--- src/verilog/ret_rot_pkg.sv ---
// constants and types for the return and rotate execution block
package ret_rot_pkg;
    localparam int DATA_W = 8;
    localparam int FILE_ADDR_W = 7;
    localparam int PC_W = 15;
    localparam int GLOBAL_INT_ENABLE_BIT = 7;
    localparam logic [DATA_W-1:0] INTR_CTRL_SET_MASK =
        DATA_W'(1'h1) << GLOBAL_INT_ENABLE_BIT;
    localparam logic DEST_WORKING = 1'h0;
    localparam logic DEST_FILE = 1'h1;
    localparam int RETURN_CYCLES = 2;
    localparam int ROTATE_CYCLES = 1;

    typedef enum logic [2:0]
    {
        OP_NONE = 3'h0,
        OP_RETURN_FROM_INTERRUPT = 3'h1,
        OP_RETURN = 3'h2,
        OP_RETURN_WITH_LITERAL = 3'h3,
        OP_ROTATE_LEFT_CARRY = 3'h4
    } op_type;

    typedef enum logic
    {
        ST_IDLE = 1'h0,
        ST_FLUSH = 1'h1
    } state_type;
endpackage

--- src/verilog/rotate_left_carry.sv ---
// one-bit left rotate through the carry flag
`timescale 1ns/1ps
module rotate_left_carry #(
    parameter int WIDTH = 8
) (
    input wire logic [WIDTH-1:0] operand,
    input wire logic carry_old,
    output logic [WIDTH-1:0] result,
    output logic carry_new
);
    always_comb
    begin
        result = {operand[WIDTH-2:0], carry_old};
        carry_new = operand[WIDTH-1];
    end
endmodule

--- src/verilog/return_and_rotate_instruction_exec.sv ---
// execution of the return, return-with-literal and rotate-left instructions
`timescale 1ns/1ps
module return_and_rotate_instruction_exec #(
    parameter int DATA_W = ret_rot_pkg::DATA_W,
    parameter int FILE_ADDR_W = ret_rot_pkg::FILE_ADDR_W,
    parameter int PC_W = ret_rot_pkg::PC_W
) (
    input wire logic sys_clk,
    input wire logic reset,
    input wire logic issue_valid,
    input wire ret_rot_pkg::op_type issue_op,
    input wire logic [DATA_W-1:0] literal,
    input wire logic [FILE_ADDR_W-1:0] file_addr,
    input wire logic dest_sel,
    input wire logic [DATA_W-1:0] file_rdata,
    input wire logic carry_flag,
    input wire logic [PC_W-1:0] top_of_stack_entry,
    output logic busy,
    output logic done,
    output logic stack_pop,
    output logic pc_load,
    output logic [PC_W-1:0] pc_value,
    output logic working_write,
    output logic [DATA_W-1:0] working_value,
    output logic file_write,
    output logic [FILE_ADDR_W-1:0] file_waddr,
    output logic [DATA_W-1:0] file_wdata,
    output logic carry_write,
    output logic carry_value,
    output logic intr_ctrl_set,
    output logic [DATA_W-1:0] intr_ctrl_set_mask
);
    ret_rot_pkg::state_type state_q, state_d;
    logic done_q, done_d;
    logic pop_q, pop_d;
    logic [PC_W-1:0] pc_q, pc_d;
    logic wwr_q, wwr_d;
    logic [DATA_W-1:0] wval_q, wval_d;
    logic fwr_q, fwr_d;
    logic [FILE_ADDR_W-1:0] faddr_q, faddr_d;
    logic [DATA_W-1:0] fdata_q, fdata_d;
    logic cwr_q, cwr_d;
    logic cval_q, cval_d;
    logic ien_q, ien_d;
    logic busy_q, busy_d;
    logic [DATA_W-1:0] mask_q, mask_d;
    logic take;
    logic [DATA_W-1:0] rot_result;
    logic rot_carry;

    // a new instruction is refused while the second return cycle runs
    assign take = issue_valid && (state_q == ret_rot_pkg::ST_IDLE);

    rotate_left_carry #(
        .WIDTH(DATA_W)
    ) u_rotate (
        .operand(file_rdata),
        .carry_old(carry_flag),
        .result(rot_result),
        .carry_new(rot_carry)
    );

    always_comb
    begin
        state_d = ret_rot_pkg::ST_IDLE;
        done_d = 1'h0;
        pop_d = 1'h0;
        pc_d = pc_q;
        wwr_d = 1'h0;
        wval_d = wval_q;
        fwr_d = 1'h0;
        faddr_d = faddr_q;
        fdata_d = fdata_q;
        cwr_d = 1'h0;
        cval_d = cval_q;
        ien_d = 1'h0;
        mask_d = DATA_W'(ret_rot_pkg::INTR_CTRL_SET_MASK);
        unique case (state_q)
            ret_rot_pkg::ST_IDLE:
            begin
                if (take)
                begin
                    unique case (issue_op)
                        ret_rot_pkg::OP_RETURN_FROM_INTERRUPT:
                        begin
                            state_d = ret_rot_pkg::ST_FLUSH;
                            pop_d = 1'h1;
                            pc_d = top_of_stack_entry;
                            ien_d = 1'h1;
                        end
                        ret_rot_pkg::OP_RETURN:
                        begin
                            state_d = ret_rot_pkg::ST_FLUSH;
                            pop_d = 1'h1;
                            pc_d = top_of_stack_entry;
                        end
                        ret_rot_pkg::OP_RETURN_WITH_LITERAL:
                        begin
                            state_d = ret_rot_pkg::ST_FLUSH;
                            pop_d = 1'h1;
                            pc_d = top_of_stack_entry;
                            wwr_d = 1'h1;
                            wval_d = literal;
                        end
                        ret_rot_pkg::OP_ROTATE_LEFT_CARRY:
                        begin
                            done_d = 1'h1;
                            cwr_d = 1'h1;
                            cval_d = rot_carry;
                            if (dest_sel == ret_rot_pkg::DEST_FILE)
                            begin
                                fwr_d = 1'h1;
                                faddr_d = file_addr;
                                fdata_d = rot_result;
                            end
                            else
                            begin
                                wwr_d = 1'h1;
                                wval_d = rot_result;
                            end
                        end
                        // unknown codes retire at once with no effect
                        default:
                        begin
                            done_d = 1'h1;
                        end
                    endcase
                end
            end
            ret_rot_pkg::ST_FLUSH:
            begin
                // second cycle: fetched word is discarded, nothing written
                done_d = 1'h1;
            end
        endcase
        busy_d = (state_d == ret_rot_pkg::ST_FLUSH);
    end

    always_ff @(posedge sys_clk)
    begin
        if (reset)
        begin
            state_q <= ret_rot_pkg::ST_IDLE;
            done_q <= 1'h0;
            pop_q <= 1'h0;
            pc_q <= '0;
            wwr_q <= 1'h0;
            wval_q <= '0;
            fwr_q <= 1'h0;
            faddr_q <= '0;
            fdata_q <= '0;
            cwr_q <= 1'h0;
            cval_q <= 1'h0;
            ien_q <= 1'h0;
            busy_q <= 1'h0;
            mask_q <= DATA_W'(ret_rot_pkg::INTR_CTRL_SET_MASK);
        end
        else
        begin
            state_q <= state_d;
            done_q <= done_d;
            pop_q <= pop_d;
            pc_q <= pc_d;
            wwr_q <= wwr_d;
            wval_q <= wval_d;
            fwr_q <= fwr_d;
            faddr_q <= faddr_d;
            fdata_q <= fdata_d;
            cwr_q <= cwr_d;
            cval_q <= cval_d;
            ien_q <= ien_d;
            busy_q <= busy_d;
            mask_q <= mask_d;
        end
    end

    assign busy = busy_q;
    assign done = done_q;
    assign stack_pop = pop_q;
    assign pc_load = pop_q;
    assign pc_value = pc_q;
    assign working_write = wwr_q;
    assign working_value = wval_q;
    assign file_write = fwr_q;
    assign file_waddr = faddr_q;
    assign file_wdata = fdata_q;
    assign carry_write = cwr_q;
    assign carry_value = cval_q;
    assign intr_ctrl_set = ien_q;
    // mask is fixed but registered so every output leaves a flop
    assign intr_ctrl_set_mask = mask_q;

    AST_INTR_RETURN_POP_ENABLE: assert property (@(posedge sys_clk)
        disable iff (reset)
        (take && issue_op == ret_rot_pkg::OP_RETURN_FROM_INTERRUPT) |=>
        (stack_pop && pc_load && intr_ctrl_set
        && pc_value == $past(top_of_stack_entry)
        && intr_ctrl_set_mask[ret_rot_pkg::GLOBAL_INT_ENABLE_BIT]))
        else $error("interrupt return did not pop, load pc and enable");

    AST_RETURN_TWO_CYCLES: assert property (@(posedge sys_clk)
        disable iff (reset)
        (take && (issue_op == ret_rot_pkg::OP_RETURN_FROM_INTERRUPT
        || issue_op == ret_rot_pkg::OP_RETURN
        || issue_op == ret_rot_pkg::OP_RETURN_WITH_LITERAL)) |=>
        (busy && !done && !carry_write) ##1 (!busy && done && !carry_write))
        else $error("return did not take exactly two cycles");

    AST_RETURN_PLAIN: assert property (@(posedge sys_clk)
        disable iff (reset)
        (take && issue_op == ret_rot_pkg::OP_RETURN) |=>
        (stack_pop && pc_value == $past(top_of_stack_entry)
        && !intr_ctrl_set && !working_write && !file_write))
        else $error("subroutine return wrong effects");

    AST_LITERAL_RETURN_WORKING: assert property (@(posedge sys_clk)
        disable iff (reset)
        (take && issue_op == ret_rot_pkg::OP_RETURN_WITH_LITERAL) |=>
        (working_write && working_value == $past(literal)))
        else $error("literal not written to working register");

    AST_LITERAL_RETURN_POP: assert property (@(posedge sys_clk)
        disable iff (reset)
        (take && issue_op == ret_rot_pkg::OP_RETURN_WITH_LITERAL) |=>
        (stack_pop && pc_load && pc_value == $past(top_of_stack_entry)
        && !intr_ctrl_set) ##1 (done && !stack_pop))
        else $error("literal return did not pop in two cycles");

    AST_ROTATE_RESULT: assert property (@(posedge sys_clk)
        disable iff (reset)
        (take && issue_op == ret_rot_pkg::OP_ROTATE_LEFT_CARRY) |=>
        (done && !busy && carry_write
        && carry_value == $past(file_rdata[DATA_W-1])
        && (working_write ? working_value : file_wdata)
        == {$past(file_rdata[DATA_W-2:0]), $past(carry_flag)}))
        else $error("rotate result or carry wrong");

    AST_ROTATE_DEST: assert property (@(posedge sys_clk)
        disable iff (reset)
        (take && issue_op == ret_rot_pkg::OP_ROTATE_LEFT_CARRY) |=>
        ($past(dest_sel) ? (file_write && !working_write
        && file_waddr == $past(file_addr))
        : (working_write && !file_write)))
        else $error("rotate destination wrong");

    AST_ONE_POP_PER_RETURN: assert property (@(posedge sys_clk)
        disable iff (reset)
        stack_pop |=> !stack_pop)
        else $error("stack popped twice for one return");
endmodule

--- config.mk ---
export PLATFORM = sky130hd
export DESIGN_NAME = return_and_rotate_instruction_exec
export DESIGN_NICKNAME = d
export VERILOG_FILES = /design/src/verilog/ret_rot_pkg.sv /design/src/verilog/rotate_left_carry.sv /design/src/verilog/return_and_rotate_instruction_exec.sv
export SDC_FILE = /design/constraint.sdc
export NUM_CORES = 1
export LEC_CHECK = 0
export BUFFER_PORTS_ARGS = -buffer_cell sky130_fd_sc_hd__buf_2
export CELL_PAD_IN_SITES_DETAIL_PLACEMENT = 0
export CELL_PAD_IN_SITES_GLOBAL_PLACEMENT = 1
export CORE_MARGIN = 1.5
export CORE_UTILIZATION = 31
export DETAILED_ROUTE_END_ITERATION = 16
export HOLD_SLACK_MARGIN = 0.02
export PLACE_DENSITY_LB_ADDON = 0.25
export SETUP_SLACK_MARGIN = 0.3
export SKIP_CTS_REPAIR_TIMING = 1
export SLEW_MARGIN = 40
export SYNTH_ARGS = -nofsm -noshare
export SYNTH_HDL_FRONTEND = slang
export SYNTH_HIERARCHICAL = 1
export SYNTH_SLANG_ARGS = --single-unit
--- constraint.sdc ---
create_clock -name sys_clk -period 1.7 [get_ports sys_clk]
set_input_delay 0.34 -clock sys_clk [delete_from_list [all_inputs] [get_ports sys_clk]]
set_output_delay 0.34 -clock sys_clk [all_outputs]
set_load 0.01 [all_outputs]
# --- Yosys cells after proc, flatten, opt, wreduce, memory -nomap -nowiden ---
# Index checks and enable logic that the tools add are counted.
op_classes:
  n_eq_ne: 5
  reduce_logical: 9
  bitwise_logic: 3
  mux: 11
op_table:
  columns: ["cell", "n"]
  rows:
  - ["8-bit one-hot mux with 2 select lines", 1]
  - ["8-bit 2-to-1 mux", 1]
  - ["4-bit AND reduction", 2]
  - ["1-bit 2-to-1 mux", 7]
  - ["3-bit by 2-bit == test with 1-bit output (second input constant)", 2]
  - ["3-bit AND reduction", 2]
  - ["3-bit OR reduction", 2]
  - ["1-bit one-hot mux with 2 select lines", 2]
  - ["4-bit OR reduction", 1]
  - ["3-bit by 1-bit == test with 1-bit output (second input constant)", 1]
  - ["3-bit == test (second input constant)", 1]
  - ["1-bit NOT", 3]
  - ["2-bit inequality test (second input constant)", 1]
  - ["2-bit nonzero test", 1]
  - ["1-bit logical AND", 1]
word_totals:
  in_bits: 46
  reg_bits: 45
  out_inout_bits: 55
  elab_cells: 39

# --- Depth between registers and ports, before layout ---
logic_depth:
  ltp_word: 5
  depth_mapped: 6
  depth_no_buf: 4

# --- Modules after synthesis ---
# The synthesis kept the hierarchy.
modules_own_cells:
  columns: ["module", "area_each_um2", "cells_each", "seq_area_each_um2", "instances"]
  rows:
  - ["return_and_rotate_instruction_exec", 1759.2, 198, 900.9, 1]
  - ["rotate_left_carry", 67.6, 9, 0.0, 1]

# --- Worst setup path before layout ---
# OpenSTA, ideal clock, no wires.
synth_timing:
  kind: "reg-to-reg"
  startpoint: "reg, netlist name busy"
  endpoint: "reg pc_q[10] (netlist: pc_value[10])"
  setup_time_ps: 128
  n_path_buf: 2
  period_less_slack_ps: 1589
  t_arrival_ps: 1461
  slack_ps: 111
  required_time_ps: 1572
  path_stages_with_launch: 7
  path_cell_list: "dfxtp_1 nand2b_1 clkbuf_1 nor2_2 buf_4 mux2i_1 nor2_1"
synth_rtl:
  columns: ["element", "line_no", "source"]
  rows:
  - ["end signal: assignment", "return_and_rotate_instruction_exec.sv:163", "pc_q <= pc_d;"]
  - ["end: declaration", "return_and_rotate_instruction_exec.sv:36", "logic [PC_W-1:0] pc_q, pc_d;"]

# --- Worst setup path in the final report ---
layout_timing:
  startpoint: "in issue_op[0]"
  endpoint: "reg wval_q[4] (netlist: working_value[4])"
layout_between:
  elab_chain_cells: 3
  elab_cells_between_ends: 6
  cone_classes: "eq/ne: 3; mux: 1; reduce/logical: 2"
layout_rtl:
  columns: ["element", "line_no", "source"]
  rows:
  - ["start: declaration", "return_and_rotate_instruction_exec.sv:11", "input wire ret_rot_pkg::op_type issue_op,"]
  - ["3-bit == test / 3-bit by 2-bit == test with 1-bit output (equally long branches)", "return_and_rotate_instruction_exec.sv:83", "unique case (issue_op)"]
  - ["2-bit inequality test (no line) / 2-bit nonzero test (equally long branches)", null, null]
  - ["4-bit AND reduction (no line)", null, null]
  - ["end signal: assignment", "return_and_rotate_instruction_exec.sv:165", "wval_q <= wval_d;"]
  - ["end: declaration", "return_and_rotate_instruction_exec.sv:38", "logic [DATA_W-1:0] wval_q, wval_d;"]
# Several ways; a longest one is shown, not always the timed one.
# A chain may end at the register's enable or synchronous reset.

==> flow_summary_export.csv <==
group,metric,value,unit
critical_path,startpoint_type,"primary input",
place,gp_congestion,0.716,
power,irDropWorstVdd,0.323,mV
synth,ys_async_sr_fraction,0,
critical_path,criticalPathCategory,"in2reg",
synth,ys.flop_type,"dfxtp_1",
global_routing,grt_use_total,0.142,
timing,clock_skew,0.00325,ns
global_routing,grt_first_pass_wirelength,6940,um
floorplanning,die_w,79.8,um
cells_and_area,area_growth,38.6,%
synth,ys_ff_latch,45,
routing,wire_per_inst,12.0,um
synth,synth_edf_count,0,
synth,synth_cell_types,28,
timing,min_period_over_period,0.811,
floorplanning,die_y,79.8,um
clock_tree,cts-buffers-inserted,5,
critical_path,cp.arrival,1.54,ns
place,port_buffers,92,
global_routing,grt_max_degree,23,
clock_tree,htree_levels,2,
timing,postLayoutSetupSlackWorst,0.322,ns
global_routing,antenna_found_initial,0,
routing,drtAntennaViolNets,0,
routing,drt_iter0_drc,48,
timing,setup_violations,0,
critical_path,endpoint_kind,"flip-flop",
timing,hold_violations,0,
floorplanning,row_count,27,
timing,slew_violations,0,
clock_tree,clock_sinks,45,
job,maxCapViolCount,0,
clock_tree,cts_tree,"built",
place,dp_slack,-0.0221,ns
synth,netlist_area,0.00183,mm2
routing,vias,1628,
global_routing,grt_pass1_vias,1485,
status,outcome,"finished clean",
synth,synth.top_cell.area_share,0.493,
clock_tree,clockRootBuffer,"clkbuf_8",
power,power.leakage,1.18,nW
synth,netlist_top_cells_area,"dfxtp_1 (49%), nand2_1 (9.2%), mux2i_1 (8.8%)",
global_routing,globalRouteOverflowTotal,0,
synth,yosysWarningCount,6,
clock_tree,clk_pin_slew,0.08,ns
cells_and_area,num_antenna_cells,0,
routing,remaining_drc_errors,0,
cells_and_area,fin_nets,347,
floorplanning,dieArea,0.00636,mm2
cells_and_area,postLayoutCoreUtil,0.451,
floorplanning,ios,101,
clock_tree,clock_latency,0.29,ns
synth,synthCells,207,
floorplanning,core_area,0.00561,mm2
routing,finalWirelength,4480,um
routing,first_pass_iters,4,
timing,rsz0062_at_grt,"yes",
timing,post-route-min-period,1.38,ns
synth,synth-seq-area-share,0.493,
synth,yosysTopAreaCell,"dfxtp_1",
timing,fmax,725,MHz
place,hpwl,3370,um
cells_and_area,final_cell_area,0.00253,mm2
floorplanning,start_util,0.326,
clock_tree,clock_path_buffers,2,
critical_path,critical_path_required,1.86,ns
place,placed_area,0.00238,mm2
hold_path,hold_class,"in2reg",
cells_and_area,drive_gt1_frac,0.427,
synth,avgSynthCellArea,8.82,um2
synth,ys_top_cells_by_count,"dfxtp_1 (45), nand2_1 (45), nor2_1 (25), buf_4 (20), a21oi_1 (17)",
power,powerDensity,798,mW/mm2
critical_path,critical_path_peak_fanout,6,
routing,viasPerCell,4.35,
state kept, by name, summed over array words and instances, names as in the netlist:
register	flops
file_wdata	8
pc_value	15
done	1
carry_value	1
carry_write	1
intr_ctrl_set	1
working_value	8
working_write	1
busy	1
file_waddr	7
file_write	1
critical path: stages:
cell	delay [ns]
buf_6	0.09
or4b_4	0.55
a21oi_4	0.22
buf_6	0.13
clkbuf_16	0.12
a311oi_1	0.08
stage by stage:
| step | instances | total power (W) | TNS, ns | hold slack [ns] |
|---|---|---|---|---|
| after CTS | 371 | 0.00204 | 0 | 0.267 |
| after global routing | 374 | 0.00213 | 0 | 0.280 |
| after detailed placement | 363 | 0.00140 | -0.0904 | 0.447 |
| after global placement | 363 | 0.00140 | 0 | 0.439 |
| final | 374 | 0.00202 | 0 | 0.277 |
| after floorplan | 213 | 0.00129 | 0 | 0.416 |
layout make-up:
| class | instances | area (um2) |
|---|---|---|
| Multi-Input combinational cell | 137 | 777 |
| Tap cell | 72 | 90.1 |
| Clock inverter | 1 | 7.51 |
| Clock buffer | 7 | 76.3 |
| Sequential cell | 45 | 901 |
| Fill cell | 613 | 3080 |
| Timing Repair Buffer | 112 | 679 |
cell usage in the layout (no fill, tap or decap), types with 2 or more instances in the layout:
cell type / Yosys / layout
buf_4: 20 / 14
clkbuf_8: 0 / 5
conb_1: 2 / 8
mux2i_1: 16 / 16
nor2_1: 25 / 23
buf_6: 1 / 3
a21oi_1: 17 / 17
dfxtp_1: 45 / 45
nor2_2: 2 / 3
a311oi_1: 6 / 6
buf_2: 2 / 91
nor3_1: 2 / 2
nand2_1: 45 / 45
clkbuf_1: 6 / 2
buf_12: 0 / 3
nand3_1: 2 / 2
per-layer routing:
metal / part of all wire / wire [um] / vias up / global-route usage
li1: - / - / 844 / -
met1: 0.46 / 2060 / 731 / 0.188
met2: 0.47 / 2110 / 51 / 0.224
met3: 0.063 / 281 / 2 / 0.0389
met4: 0.0047 / 21 / 0 / 0.0466
met5: 0 / 0 / - / 0
worst paths after layout:
check | start | endpoint | slack, ns | cells past startpoint
max | issue_op[0] | working_value[4] | 0.32 | 6
min | file_addr[1] | file_waddr[1] | 0.28 | 3
max reg2reg | busy | working_value[7] | 0.40 | 5
min reg2reg | file_waddr[3] | file_waddr[3] | 0.46 | 2
logic make-up (layout without fill, tap and decap cells):
logic type             after synthesis  after routing  synth area share
AO/OA/AOI/OAI                       29             29             0.110
buffers and inverters               31            120             0.110
flip-flops                          45             45             0.493
multiplexers                        16             16            0.0877
other                                2              8           0.00411
AND/OR/NAND/NOR                     84             84             0.195
where the power goes:
part	internal [W]	switching (W)
registers	0.00109	0.0000153
clock network	0.000291	0.000343
logic	0.000139	0.000145
Note: power is estimated with default switching activity, not from simulation.
